[src/hdl/fie_pkg.sv]
// Package for the flash ID authentication and program/erase enable block
package fie_pkg;
	// Register byte offsets; ID words and the extra status words sit in otherwise free space
	localparam logic [15:0] FIE_OFS_AUTH_STATUS = 16'h03FC;
	localparam logic [15:0] FIE_OFS_PE_ENABLE_A = 16'h3800;
	localparam logic [15:0] FIE_OFS_PE_ENABLE_B = 16'h3804;
	localparam logic [15:0] FIE_OFS_ID_WORD0 = 16'h0380;
	localparam logic [15:0] FIE_OFS_SEQ_STATUS = 16'h3810;
	localparam logic [15:0] FIE_OFS_IRQ_STATUS = 16'h3820;
	localparam logic [15:0] FIE_OFS_IRQ_MASK = 16'h3824;
	// Field positions
	localparam int FIE_BIT_LOCKED = 0;
	localparam int FIE_BIT_ALLOW = 0;
	localparam int FIE_BIT_HVERR = 0;
	localparam int FIE_BIT_BUSY = 1;
	localparam int FIE_IRQ_BLOCKED = 0;
	localparam int FIE_IRQ_AUTH = 1;
	localparam int FIE_IRQ_ACCEPT = 2;
	// Sizes
	localparam int FIE_ID_WORDS = 8;
	localparam int FIE_ID_BITS = 256;
	localparam int FIE_IRQ_BITS = 3;
	// Reset values
	localparam logic FIE_ALLOW_RST = 1'b0;
	localparam logic [2:0] FIE_IRQ_RST = 3'h0;

	// Flash sequencer command codes seen by this gate
	typedef enum logic [3:0] {
		FIE_CMD_PROGRAM = 4'h0,
		FIE_CMD_MULTI_PROGRAM = 4'h1,
		FIE_CMD_DMA_PROGRAM = 4'h2,
		FIE_CMD_BLOCK_ERASE = 4'h3,
		FIE_CMD_AREA_ERASE = 4'h4,
		FIE_CMD_BLANK_CHECK = 4'h5,
		FIE_CMD_SUSPEND = 4'h6,
		FIE_CMD_RESUME = 4'h7,
		FIE_CMD_SET_CONFIG = 4'h8,
		FIE_CMD_SET_PROTECT = 4'h9,
		FIE_CMD_SET_SECURITY = 4'hA,
		FIE_CMD_STATUS_CLEAR = 4'hB,
		FIE_CMD_FORCED_STOP = 4'hC
	} fie_cmd_t;

	// Authentication progress states
	typedef enum logic [1:0] {
		FIE_ST_IDLE = 2'b00,
		FIE_ST_FILL = 2'b01,
		FIE_ST_CHECK = 2'b11
	} fie_state_t;

	// Register bus request
	typedef struct packed {
		logic [15:0] addr;
		logic [31:0] wdata;
		logic wr;
		logic rd;
	} fie_bus_t;

	// Command request towards the sequencer
	typedef struct packed {
		logic valid;
		fie_cmd_t code;
	} fie_req_t;

	// Whole state of the block
	typedef struct packed {
		logic [FIE_ID_BITS-1:0] id_in;
		logic [2:0] next_word;
		fie_state_t state;
		logic locked;
		logic allow_a;
		logic allow_b;
		logic hv_err;
		logic [FIE_IRQ_BITS-1:0] irq_stat;
		logic [FIE_IRQ_BITS-1:0] irq_mask;
		logic [31:0] rdata;
		logic cmd_accept;
		fie_cmd_t cmd_code;
		logic cmd_block;
		logic irq;
		logic pe_enabled;
		logic bank_busy;
		logic init_done;
	} fie_regs_t;
endpackage

[src/hdl/fie_gate.sv]
// Link ID authentication and program/erase enable gate in front of the flash sequencer
`timescale 1ns/1ps

// Functional notes
// Compare the 256-bit stored link ID with all eight input words joined.
// Input word k carries ID bits 32k+31 down to 32k.
// Software writes input words in order, word 0 first, word 7 last.
// Status bit 0 reads 0 on match, 1 on mismatch.
// Status bits 31 to 1 always read zero.
// After reset status is 0 for all-ones or all-zeros stored ID, else 1.
// All-ones stored ID keeps status 0 forever, no authentication needed.
// Program and erase allowed only while both enable bits are 1.
// Listed program, erase, check, suspend, resume and setting commands refused while disabled.
// A refused command sets the high-voltage enable error flag.
// Both enable registers reset to zero.
// Enable bits 31 to 1 read zero; software writes zero there.
// Enable registers are read/write 32-bit words, bit 0 enables.
// Status register is read-only, read as a 32-bit word.
// While the error flag is set the sequencer bank counts as busy.
// Comparison is redone once the eighth input word is written.
module fie_gate
	import fie_pkg::*;
#(
	parameter int ID_WORDS = FIE_ID_WORDS
)
(
	input wire logic mclk,
	input wire logic srst,
	input wire logic ce,
	input wire logic [FIE_ID_BITS-1:0] stored_id,
	input wire fie_bus_t bus,
	input wire fie_req_t cmd_req,
	input wire logic hv_err_clear,
	output logic [31:0] rdata,
	output logic cmd_accept,
	output fie_cmd_t cmd_code,
	output logic cmd_block,
	output logic pe_enabled,
	output logic bank_busy,
	output logic irq
);
	fie_regs_t r;
	fie_regs_t next_r;
	logic stored_ones;
	logic stored_zeros;
	logic id_match;
	logic is_guarded;
	logic wr_id;
	logic [15:0] id_ofs;
	logic [2:0] word_idx;

	// Stored ID classification and comparison
	assign stored_ones = &stored_id;
	assign stored_zeros = ~|stored_id;
	assign id_match = (r.id_in == stored_id);
	assign id_ofs = bus.addr - FIE_OFS_ID_WORD0;
	assign word_idx = id_ofs[4:2];
	assign wr_id = bus.wr && (bus.addr >= FIE_OFS_ID_WORD0) && (id_ofs[15:2] < 14'(ID_WORDS)) && (id_ofs[1:0] == 2'h0);

	// Commands that need program/erase enabled
	always_comb
	begin
		unique case (cmd_req.code)
			FIE_CMD_PROGRAM, FIE_CMD_MULTI_PROGRAM, FIE_CMD_DMA_PROGRAM,
			FIE_CMD_BLOCK_ERASE, FIE_CMD_AREA_ERASE, FIE_CMD_BLANK_CHECK,
			FIE_CMD_SUSPEND, FIE_CMD_RESUME, FIE_CMD_SET_CONFIG,
			FIE_CMD_SET_PROTECT, FIE_CMD_SET_SECURITY: is_guarded = 1'b1;
			default: is_guarded = 1'b0;
		endcase
	end

	// Next state
	always_comb
	begin
		logic [FIE_IRQ_BITS-1:0] ev;
		ev = '0;
		next_r = r;
		next_r.rdata = 32'h0;
		next_r.cmd_accept = 1'b0;
		next_r.cmd_block = 1'b0;
		// Status taken once after reset, from the stored ID alone
		if (!r.init_done)
		begin
			next_r.init_done = 1'b1;
			next_r.locked = !(stored_ones || stored_zeros);
		end
		// Input words land at their slice; the last word triggers the check, the order tracker is unused
		if (wr_id)
		begin
			next_r.id_in[id_ofs[4:2]*32 +: 32] = bus.wdata;
			next_r.state = FIE_ST_FILL;
			next_r.next_word = 3'(id_ofs[4:2] + 3'h1);
			if (id_ofs[4:2] == 3'(ID_WORDS - 1))
				next_r.state = FIE_ST_CHECK;
		end
		if (r.state == FIE_ST_CHECK)
		begin
			next_r.locked = !id_match;
			next_r.state = FIE_ST_IDLE;
			ev[FIE_IRQ_AUTH] = 1'b1;
		end
		if (stored_ones)
			next_r.locked = 1'b0;
		// Enable and interrupt register writes; only bit 0 of enables is kept
		if (bus.wr)
		begin
			unique case (bus.addr)
				FIE_OFS_AUTH_STATUS: ;
				FIE_OFS_PE_ENABLE_A: next_r.allow_a = bus.wdata[FIE_BIT_ALLOW];
				FIE_OFS_PE_ENABLE_B: next_r.allow_b = bus.wdata[FIE_BIT_ALLOW];
				FIE_OFS_SEQ_STATUS: next_r.hv_err = r.hv_err & ~bus.wdata[FIE_BIT_HVERR];
				FIE_OFS_IRQ_STATUS: next_r.irq_stat = r.irq_stat & ~bus.wdata[FIE_IRQ_BITS-1:0];
				FIE_OFS_IRQ_MASK: next_r.irq_mask = bus.wdata[FIE_IRQ_BITS-1:0];
				default: ;
			endcase
		end
		if (hv_err_clear)
			next_r.hv_err = 1'b0;
		// Command gate; a refusal wins over a same-cycle clear of the flag
		if (cmd_req.valid)
		begin
			next_r.cmd_code = cmd_req.code;
			if (is_guarded && !(r.allow_a && r.allow_b))
			begin
				next_r.cmd_block = 1'b1;
				next_r.hv_err = 1'b1;
				ev[FIE_IRQ_BLOCKED] = 1'b1;
			end
			else
			begin
				next_r.cmd_accept = 1'b1;
				ev[FIE_IRQ_ACCEPT] = 1'b1;
			end
		end
		next_r.irq_stat = next_r.irq_stat | ev;
		// Reads, one cycle later; unmapped and write-only words read zero
		if (bus.rd)
		begin
			unique case (bus.addr)
				FIE_OFS_AUTH_STATUS: next_r.rdata = {31'h0, r.locked};
				FIE_OFS_PE_ENABLE_A: next_r.rdata = {31'h0, r.allow_a};
				FIE_OFS_PE_ENABLE_B: next_r.rdata = {31'h0, r.allow_b};
				FIE_OFS_SEQ_STATUS: next_r.rdata = {30'h0, r.hv_err, r.hv_err};
				FIE_OFS_IRQ_STATUS: next_r.rdata = {29'h0, r.irq_stat};
				FIE_OFS_IRQ_MASK: next_r.rdata = {29'h0, r.irq_mask};
				default: next_r.rdata = 32'h0;
			endcase
		end
		next_r.pe_enabled = next_r.allow_a && next_r.allow_b;
		next_r.bank_busy = next_r.hv_err;
		next_r.irq = |(next_r.irq_stat & next_r.irq_mask);
	end

	// State register; auth status is a writeless read-only bit
	always_ff @(posedge mclk)
	begin
		if (srst)
		begin
			r <= '0;
			r.locked <= 1'b1;
			r.allow_a <= FIE_ALLOW_RST;
			r.allow_b <= FIE_ALLOW_RST;
			r.irq_stat <= FIE_IRQ_RST;
			r.irq_mask <= FIE_IRQ_RST;
			r.state <= FIE_ST_IDLE;
		end
		else if (ce)
			r <= next_r;
	end

	assign rdata = r.rdata;
	assign cmd_accept = r.cmd_accept;
	assign cmd_code = r.cmd_code;
	assign cmd_block = r.cmd_block;
	assign pe_enabled = r.pe_enabled;
	assign bank_busy = r.bank_busy;
	assign irq = r.irq;

	// Checks: a refused command raises the error flag and busy
	a_blocked_sets_err: assert property (@(posedge mclk) disable iff (srst)
		ce && cmd_req.valid && is_guarded && !(r.allow_a && r.allow_b) |=> cmd_block && bank_busy)
		else $error("refused command did not raise error");

	// Both enables let a guarded command through
	a_accept_needs_both: assert property (@(posedge mclk) disable iff (srst)
		ce && cmd_req.valid && is_guarded && r.allow_a && r.allow_b |=> cmd_accept && !cmd_block)
		else $error("enabled command not accepted");

	// Status follows the compare taken in the check cycle
	a_status_after_check: assert property (@(posedge mclk) disable iff (srst)
		ce && r.state == FIE_ST_CHECK && !stored_ones |=> r.locked == !$past(id_match))
		else $error("status does not follow compare");

	// An all-ones stored ID never locks once the reset-time status is taken
	a_all_ones_open: assert property (@(posedge mclk) disable iff (srst)
		r.init_done && $stable(stored_id) && stored_ones |-> ##1 !r.locked)
		else $error("all-ones ID left locked");

	// The last word starts the check
	a_last_word_check: assert property (@(posedge mclk) disable iff (srst)
		ce && wr_id && id_ofs[4:2] == 3'(ID_WORDS - 1) |=> r.state == FIE_ST_CHECK)
		else $error("last word did not start check");

	// Status word carries only the lock bit
	a_status_read_word: assert property (@(posedge mclk) disable iff (srst)
		ce && bus.rd && bus.addr == FIE_OFS_AUTH_STATUS |=> rdata == {31'h0, $past(r.locked)})
		else $error("status read wrong");

	// Second enable word reads zero above bit 0
	a_enable_read_zero: assert property (@(posedge mclk) disable iff (srst)
		ce && bus.rd && bus.addr == FIE_OFS_PE_ENABLE_B |=> rdata[31:1] == 31'h0)
		else $error("enable upper bits not zero");

	// Busy shown while the error flag stands
	a_busy_follows_err: assert property (@(posedge mclk) disable iff (srst)
		ce ##1 r.hv_err |-> bank_busy)
		else $error("busy not shown on error");

	// Reset leaves program and erase disabled
	a_reset_disabled: assert property (@(posedge mclk)
		srst |=> !pe_enabled && !r.allow_a && !r.allow_b)
		else $error("enables not cleared by reset");

	// Clock enable low must freeze every bit of state
	a_freeze_holds: assert property (@(posedge mclk) disable iff (srst)
		!ce |=> $stable(r))
		else $error("state moved while clock enable low");

	// Read data stand only in the cycle after a read
	a_rdata_idle_zero: assert property (@(posedge mclk) disable iff (srst)
		ce && !bus.rd |=> rdata == 32'h0)
		else $error("read data not zero outside a read");

	// Verdict pulses only follow a request
	a_verdict_pulse: assert property (@(posedge mclk) disable iff (srst)
		ce && !cmd_req.valid |=> !cmd_accept && !cmd_block)
		else $error("verdict without a request");

	// A command is never both passed and refused
	a_verdict_exclusive: assert property (@(posedge mclk) disable iff (srst)
		!(cmd_accept && cmd_block))
		else $error("accept and block together");

	// Unguarded codes always pass
	a_unguarded_pass: assert property (@(posedge mclk) disable iff (srst)
		ce && cmd_req.valid && !is_guarded |=> cmd_accept)
		else $error("unguarded command refused");

	// The code of each request is kept
	a_code_capture: assert property (@(posedge mclk) disable iff (srst)
		ce && cmd_req.valid |=> cmd_code == $past(cmd_req.code))
		else $error("command code not captured");

	// Enabled output mirrors both enable bits
	a_enabled_level: assert property (@(posedge mclk) disable iff (srst)
		pe_enabled == (r.allow_a && r.allow_b))
		else $error("enabled output wrong");

	// First enable takes bit 0 of a write
	a_enable_a_write: assert property (@(posedge mclk) disable iff (srst)
		ce && bus.wr && bus.addr == FIE_OFS_PE_ENABLE_A |=> r.allow_a == $past(bus.wdata[FIE_BIT_ALLOW]))
		else $error("first enable write lost");

	// Second enable takes bit 0 of a write
	a_enable_b_write: assert property (@(posedge mclk) disable iff (srst)
		ce && bus.wr && bus.addr == FIE_OFS_PE_ENABLE_B |=> r.allow_b == $past(bus.wdata[FIE_BIT_ALLOW]))
		else $error("second enable write lost");

	// First enable reads back in bit 0 only
	a_enable_a_read: assert property (@(posedge mclk) disable iff (srst)
		ce && bus.rd && bus.addr == FIE_OFS_PE_ENABLE_A |=> rdata == {31'h0, $past(r.allow_a)})
		else $error("first enable read wrong");

	// Second enable reads back in bit 0 only
	a_enable_b_read: assert property (@(posedge mclk) disable iff (srst)
		ce && bus.rd && bus.addr == FIE_OFS_PE_ENABLE_B |=> rdata == {31'h0, $past(r.allow_b)})
		else $error("second enable read wrong");

	// Writing the status word changes nothing
	a_status_readonly: assert property (@(posedge mclk) disable iff (srst)
		ce && r.init_done && bus.wr && bus.addr == FIE_OFS_AUTH_STATUS && r.state != FIE_ST_CHECK && !stored_ones
		|=> $stable(r.locked))
		else $error("status word took a write");

	// Past the reset-time status, the lock bit moves only in the check cycle or for an all-ones ID
	a_locked_holds: assert property (@(posedge mclk) disable iff (srst)
		ce && r.init_done && r.state != FIE_ST_CHECK && !stored_ones |=> $stable(r.locked))
		else $error("lock bit moved outside a check");

	// Blank stored ID opens after reset
	a_init_open_blank: assert property (@(posedge mclk) disable iff (srst)
		ce && !r.init_done && (stored_ones || stored_zeros) |=> !r.locked)
		else $error("blank ID locked after reset");

	// Any other stored ID locks after reset
	a_init_locked: assert property (@(posedge mclk) disable iff (srst)
		ce && !r.init_done && !stored_ones && !stored_zeros |=> r.locked)
		else $error("set ID open after reset");

	// The reset-time status is taken only once
	a_init_once: assert property (@(posedge mclk) disable iff (srst)
		r.init_done |=> r.init_done)
		else $error("initial status taken twice");

	// The check lasts one cycle
	a_check_one_cycle: assert property (@(posedge mclk) disable iff (srst)
		ce && r.state == FIE_ST_CHECK && !wr_id |=> r.state == FIE_ST_IDLE)
		else $error("check did not end");

	// Earlier words only fill, they do not check
	a_fill_on_word: assert property (@(posedge mclk) disable iff (srst)
		ce && wr_id && word_idx != 3'(ID_WORDS - 1) |=> r.state == FIE_ST_FILL)
		else $error("early word started a check");

	// Word 0 lands in the lowest ID bits
	a_word0_slice: assert property (@(posedge mclk) disable iff (srst)
		ce && wr_id && word_idx == 3'h0 |=> r.id_in[31:0] == $past(bus.wdata))
		else $error("word 0 misplaced");

	// The last word lands in the highest ID bits
	a_word7_slice: assert property (@(posedge mclk) disable iff (srst)
		ce && wr_id && word_idx == 3'(ID_WORDS - 1) |=> r.id_in[32*ID_WORDS-1 -: 32] == $past(bus.wdata))
		else $error("last word misplaced");

	// Order tracker points past the word just written
	a_word_order_track: assert property (@(posedge mclk) disable iff (srst)
		ce && wr_id |=> r.next_word == 3'($past(word_idx) + 3'h1))
		else $error("word order tracker wrong");

	// A refusal is logged as an event
	a_block_sets_irq: assert property (@(posedge mclk) disable iff (srst)
		ce && cmd_req.valid && is_guarded && !(r.allow_a && r.allow_b) |=> r.irq_stat[FIE_IRQ_BLOCKED])
		else $error("refusal event missing");

	// A pass is logged as an event
	a_accept_sets_irq: assert property (@(posedge mclk) disable iff (srst)
		ce && cmd_req.valid && !is_guarded |=> r.irq_stat[FIE_IRQ_ACCEPT])
		else $error("accept event missing");

	// Interrupt is high exactly while an unmasked event stands
	a_irq_level: assert property (@(posedge mclk) disable iff (srst)
		irq == |(r.irq_stat & r.irq_mask))
		else $error("interrupt level wrong");

	// Writing one clears the refusal event
	a_irq_w1c: assert property (@(posedge mclk) disable iff (srst)
		ce && bus.wr && bus.addr == FIE_OFS_IRQ_STATUS && bus.wdata[FIE_IRQ_BLOCKED] && !cmd_req.valid
		|=> !r.irq_stat[FIE_IRQ_BLOCKED])
		else $error("event not cleared");

	// Mask takes a write
	a_mask_write: assert property (@(posedge mclk) disable iff (srst)
		ce && bus.wr && bus.addr == FIE_OFS_IRQ_MASK |=> r.irq_mask == 3'($past(bus.wdata)))
		else $error("mask write lost");

	// Mask reads back
	a_mask_read: assert property (@(posedge mclk) disable iff (srst)
		ce && bus.rd && bus.addr == FIE_OFS_IRQ_MASK |=> rdata == {29'h0, $past(r.irq_mask)})
		else $error("mask read wrong");

	// Clear pin drops the flag when nothing is refused
	a_err_clear_pin: assert property (@(posedge mclk) disable iff (srst)
		ce && hv_err_clear && !cmd_req.valid |=> !r.hv_err)
		else $error("error flag not cleared");

	// The flag stays until someone clears it
	a_err_sticky: assert property (@(posedge mclk) disable iff (srst)
		ce && r.hv_err && !hv_err_clear && !(bus.wr && bus.addr == FIE_OFS_SEQ_STATUS) |=> r.hv_err)
		else $error("error flag dropped by itself");

	// Busy output mirrors the flag
	a_busy_level: assert property (@(posedge mclk) disable iff (srst)
		bank_busy == r.hv_err)
		else $error("busy differs from flag");

	// Sequencer status shows flag and busy
	a_seq_status_read: assert property (@(posedge mclk) disable iff (srst)
		ce && bus.rd && bus.addr == FIE_OFS_SEQ_STATUS |=> rdata == {30'h0, $past(r.hv_err), $past(r.hv_err)})
		else $error("sequencer status read wrong");

	// Input words are write-only and read zero
	a_id_word_read: assert property (@(posedge mclk) disable iff (srst)
		ce && bus.rd && bus.addr == FIE_OFS_ID_WORD0 |=> rdata == 32'h0)
		else $error("input word read not zero");

	// No word ever drives its reserved upper bits
	a_read_upper_zero: assert property (@(posedge mclk) disable iff (srst)
		rdata[31:3] == 29'h0)
		else $error("reserved read bits set");
endmodule

[config.mk]
export PLATFORM = sky130hd
export DESIGN_NAME = fie_gate
export DESIGN_NICKNAME = d
export VERILOG_FILES = /design/src/hdl/fie_pkg.sv /design/src/hdl/fie_gate.sv
export SDC_FILE = /design/constraint.sdc
export NUM_CORES = 1
export LEC_CHECK = 0
export ABC_AREA = 1
export BUFFER_PORTS_ARGS = -buffer_cell sky130_fd_sc_hd__buf_2
export CORE_ASPECT_RATIO = 1.75
export CORE_UTILIZATION = 47
export CTS_BUF_LIST = sky130_fd_sc_hd__clkbuf_8
export DETAILED_ROUTE_END_ITERATION = 8
export PLACE_DENSITY_LB_ADDON = 0.12
export REMOVE_ABC_BUFFERS = 1
export SLEW_MARGIN = 20
export SYNTH_ARGS = -nofsm -noshare
export SYNTH_HDL_FRONTEND = slang
export SYNTH_SLANG_ARGS = --single-unit
[constraint.sdc]
create_clock -name mclk -period 4.1 [get_ports mclk]
set_input_delay 0.205 -clock mclk [delete_from_list [all_inputs] [get_ports mclk]]
set_output_delay 0.205 -clock mclk [all_outputs]
set_load 0.005 [all_outputs]
== After elaboration in Yosys (flattened, before gate mapping) ==
Memory sizes are Yosys's and may differ from the RTL's.
Index checks and enable logic that the tools add are counted.
W data, S select, Z words.

* Add/sub/neg operators: 2
* $mul: 0
* Divide/modulo/power cells: 0
* $lt $le $gt $ge: 2
* Equal/unequal tests: 10
* Shift-type cells: 2
* Multiplexer cells: 23
* Bitwise logic cells: 6
* Reduce and logical (&&, ||, !) cells: 20

{| class="wikitable"
|+ Operators by type and width
! kind !! number
|-
| $bwmux W256 || 1
|-
| $eq A256 B256 Y1 || 1
|-
| $reduce_and A256 Y1 || 1
|-
| $reduce_or A256 Y1 || 1
|-
| $shift A32 B34 Y256 const A || 1
|-
| $shiftx A32 B34 Y256 || 1
|-
| $eq A16 B14 Y1 const B || 5
|-
| $neg A8 Y34 || 1
|-
| $pmux W3 S6 || 1
|-
| $eq A16 B10 Y1 const B || 1
|-
| $ge A16 B10 Y1 const B || 1
|-
| $sub A16 B10 Y16 const B || 1
|-
| $lt A14 B4 Y1 const B || 1
|-
| $mux W1 || 13
|-
| $mux W3 || 4
|-
| $mux W9 || 1
|-
| $reduce_and A2 Y1 || 4
|-
| $and A3 B3 Y3 || 2
|-
| $logic_and A1 B1 Y1 || 6
|-
| $mux W6 || 1
|-
| $logic_not A1 Y1 || 4
|-
| $mux W2 || 2
|-
| $eq A3 B3 Y1 const B || 1
|-
| $ne A3 B1 Y1 const B || 1
|-
| other kinds (9) || 9
|}

* Flip-flop bits (word level): 309
* Bits in latches: 0
* RAM bits: 0
* Bits in read-only memories: 16
* Bits of input ports: 315
* Output and inout port bits: 41
* Word-level logic and storage cells: 81
* Memories: 1

{| class="wikitable"
|+ Memories
! memory !! depth !! bits a word !! read ports !! clocked after memory_dff !! write ports !! RTL line !! text
|-
| (name not given) || 16 || 1 || 1 || 0 || 0 || fie_gate.sv:63 || <nowiki>unique case (cmd_req.code)</nowiki>
|}

== Longest topological paths before layout ==
* Word-level depth: 8
* Depth in mapped cells: 15
* Gate-level depth less buffers: 14

== Least setup slack after synthesis ==
Ideal clock, no wire load.

* Path type: input -> register
* From: input port bus[36] in the netlist's numbering
* To: register r[121] in the netlist's numbering
* Setup time: 0.115 ns
* Arrival time: 2.084 ns
* Required time: 3.985 ns
* Path slack: 1.901 ns
* Stages: 12
* Path buffers: 2
* Path through: buf_2 inv_1 ha_1 ha_1 nor2_2 inv_1 nor2_1 nand2_1 inv_1 nand3_2 clkbuf_1 o21a_1

* Longest elaborated chain between the ends: 5
* Elaborated cells between the ends (all ways): 11
* Classes of those cells: 2 x add/sub; 2 x order compare; 2 x shift; 1 x mux; 4 x reduce/logical

{| class="wikitable"
|+ RTL lines
! element !! RTL line !! text
|-
| start: declaration || fie_gate.sv:31 || <nowiki>input wire fie_bus_t bus,</nowiki>
|-
| parallel branches: the longest is 5 deep, another holds $neg A8 Y34 || -- ||
|-
| end signal: assignment || fie_gate.sv:168 || <nowiki>r <= next_r;</nowiki>
|-
| end: declaration || fie_gate.sv:42 || <nowiki>fie_regs_t r;</nowiki>
|}

Parallel ways; which one is timed is not known.
A chain may end at the register's enable or synchronous reset.

== Worst setup path in the final report ==
* From: register r[242] in the netlist's numbering
* To: register r[51] in the netlist's numbering

* Longest elaborated chain between the ends: 4

{| class="wikitable"
|+ RTL lines
! element !! RTL line !! text
|-
| $eq A256 B256 Y1 || fie_gate.sv:55 || <nowiki>assign id_match = (r.id_in == stored_id);</nowiki>
|-
| $logic_not A1 Y1 || fie_gate.sv:98 || <nowiki>next_r.locked = !id_match;</nowiki>
|-
| $mux W3 || fie_gate.sv:96 || <nowiki>if (r.state == FIE_ST_CHECK)</nowiki>
|-
| $mux W1 || fie_gate.sv:102 || <nowiki>if (stored_ones)</nowiki>
|}

No other way between the ends.

==> flow_summary.toml <==
[sta]
period_share_pct = 68.9
fin_skew_ns = 0.0222
fmax_ghz = 0.354
layout_min_cycle_time_ns = 2.82
slew_headroom_pct = 27.4
maxSlewViolCount = 0
hold_viol_final = 0
grt_setup_unrepaired = "no"
tightest_slew_ns = 1.09
setup_viol = 0
finalSetupTns_ns = 0

[global_routing]
antenna_found_initial = 8
grt_start_max_net_pins = 108
grt_usage_pct = 50.5
grt_pass1_vias = 21585
grt_remaining_overflow = 0
grt_first_pass_wirelength_um = 141000

[power_and_ir_drop]
clkPwrFrac_pct = 40.4
intPower_mw = 4.36
power_frac_seq_pct = 42.2
p_leak_nw = 11.5
ir_worst_vdd_mv = 0.249
p_comb_share_pct = 17.4
switching_power_mw = 2.12
switching_share_pct = 32.7
power.density_nw_per_um2 = 301

[routing]
num_vias = 23036
via_per_inst = 5.51
drtIter0Drc = 2559
routedWlPerCell_um = 24.1
ant_nets = 0
drc_errors = 0
wl_um = 101000
first_pass_iters = 6

[run]
maxCapViolCount = 0

[placement]
gp_congestion = 1.09
hpwl_um = 78900
numPortBuffers = 326

[synthesis]
synth.top_cells.by_area = "dfxtp_1, nand2_1, nor2_1"
synth_simple_gate_area_share_pct = 44.4
syn_avg_cell_area_um2 = 5.50
yosys.area_share.adder_pct = 0.342
syn_inst = 3325
yosysTopAreaCell = "dfxtp_1"
syn_area_um2 = 18300
muxShareOfSynthArea_pct = 0
synth_top_family_by_area = "simple AND/OR/NAND/NOR gates"
yosysWarningCount = 0
synth_top_area_share_pct = 30.6
synth_compound_area_share_pct = 9.32
synthXorXnorAreaFrac_pct = 2.63
netlist-cell-type-count = 33
ys_seq_area_share_pct = 30.6
synth-seq-cells = 280

[critical_path]
critPathMaxStageDelay_ns = 0.65
criticalPathCategory = "reg -> reg"
cp_data_required_time_ns = 4.61
cp_num_buf_inv = 1
cp-end-kind = "register"
cp-start-kind = "register"
cp_slowest_cell = "nor2_1"
path_delay_family = "simple AND/OR/NAND/NOR gates"
cpMostUsedCell = "nand2_1"
path_cells = "inv_1, nand2_1, o21ai_0, nor2_1, nand2_1, nor2_1, nand2_1, nor2_1, nand2_1, nor2_1, nand3_1, nand2_1, nand2_1"
critPathMaxFanout = 3
crit_arrival_ns = 3.33

[cells_and_area]
final_util_pct = 56.0
area_delta_synth_final_pct = 17.6
drive_gt1_share_pct = 12.1
fillCellCount = 4112
mostFrequentLayoutCells = "nand2_1, nor2_1, inv_1, buf_2, dfxtp_1"
final_common_cell = "nand2_1"
final_nets = 3975

[clock_tree]
cts_made_buffers = 46
cts.sink_count = 280
cts_tree = "built"
clockBufferDepth = 3
post_cts_resized = 0
htreeDepth = 2
clock_latency_ns = 0.64
cts.clk_slew.worst_paths_ns = 0.06
root_buffer = "clkbuf_8"

[hold_path]
min-delay-path-class = "in -> reg"

[floorplan]
die_x_um = 151
die_h_um = 263
rows = 95
initial_core_util_pct = 47.6
ioPinCount = 356
dieArea_um2 = 39700
core_region_area_um2 = 38400

[status]
outcome = "completed"
[worst reg2reg max path: stages (launching register included)]
cell and delay [ns]:
dfxtp_1 0.31, inv_1 0.06, nand2_1 0.33, o21ai_0 0.27, nor2_1 0.13, nand2_1 0.08, nor2_1 0.65, nand2_1 0.21
nor2_1 0.14, nand2_1 0.06, nor2_1 0.22, nand3_1 0.14, nand2_1 0.08, nand2_1 0.05
[metrics by stage]
stage | hold WS (ns) | setup WS [ns] | power, mW | std cells | area (um^2)
after CTS | 0.00171 | 1.47 | 6.41 | 4171 | 21500
after global placement | 0.443 | 1.17 | 3.82 | 4056 | 20200
after detailed placement | 0.448 | 1.13 | 3.82 | 4056 | 20200
after global routing | 0.0448 | 1.26 | 6.61 | 4176 | 21500
after floorplan | 0.274 | 0.0847 | 3.19 | 3215 | 17700
final | 0.0334 | 1.28 | 6.48 | 4178 | 21500
[power by group through the flow]
stage	sequential, mW	combinational [mW]	clock, mW
6_report	2.74	1.13	2.62
2_1_floorplan	2.80	0.392	0
3_5_place_dp	2.80	1.03	0
5_1_grt	2.74	1.16	2.71
4_1_cts	2.74	1.06	2.61
3_3_place_gp	2.80	1.02	0
[Yosys cell counts]
cell and instances:
nand2_1 1089, xnor2_1 27, buf_1 6, o22ai_1 14, ha_1 5, buf_2 23, o21a_1 12, nor2_1 820
and3_1 3, nor2_4 1, o221ai_1 1, xor2_1 28, dfxtp_1 280, o21ai_1 13, nand3b_1 1, nand3_2 3
nand3_1 71, clkbuf_1 69, or2_1 1, or2_2 5, inv_2 5, a31oi_1 2, nor3_1 58, conb_1 1
inv_1 426, nor4_1 7, nand4_1 17, nand2_2 4, clkbuf_2 1, nor2_2 5, o21ai_0 191, buf_4 39
a21oi_1 97
[cell families (layout without fill, tap and decap cells)]
family / Yosys count / in the layout
compound gates: 330 / 330
xor+xnor: 55 / 55
fa+ha+maj: 5 / 5
buf+inv: 569 / 902
flops: 280 / 280
other cells: 1 / 36
simple gates: 2085 / 2085
[sequential cells by signal, indices dropped and copies added, names as in the netlist]
register and cells:
rdata 3, bank_busy 1, pe_enabled 1, irq 1, cmd_code 4, cmd_block 1, cmd_accept 1, r 268
[per-layer routing]
layer / part of all wire (%) / track usage [%] / wire, um
met1: 32 / 50.5 / 32500
met5: 0.016 / 0 / 16
met2: 45 / 78.8 / 44900
met3: 9.5 / 13.8 / 9590
met4: 13 / 56.6 / 13600
[path summary, 6_finish.rpt]
path                                          start  slack (ns)            endpoint  depth (start not counted)
worst max-delay path            r[242]$_SDFFE_PP0P_        1.28  r[51]$_SDFFE_PP1P_                         13
worst min-delay path                             ce        0.03   r[0]$_SDFFE_PP0P_                          3
worst max register to register  r[242]$_SDFFE_PP0P_        1.28  r[51]$_SDFFE_PP1P_                         13
worst min register to register   r[91]$_SDFFE_PP0P_        0.46  r[91]$_SDFFE_PP0P_                          2
[cell type report]
class                      instances  area [um^2]  area share [%]
antenna                            7         17.5          0.0814
clock buffer                      58          798            3.71
clock inverter                    21          120           0.558
inverter                         431         1620            7.54
multi-input combinational       2504        10500            48.7
sequential                       280         5610            26.1
tap                              485          607            2.82
timing repair buffer             392         2250            10.5
[what timing repair did]
action | in CTS | in global routing
endpoints found under the hold margin | 45 | 0
setup buffers | 0 | 0
hold buffers | 36 | 0
endpoints found under the setup margin | 0 | 0
No activity file was read; power rests on OpenSTA's default activity.
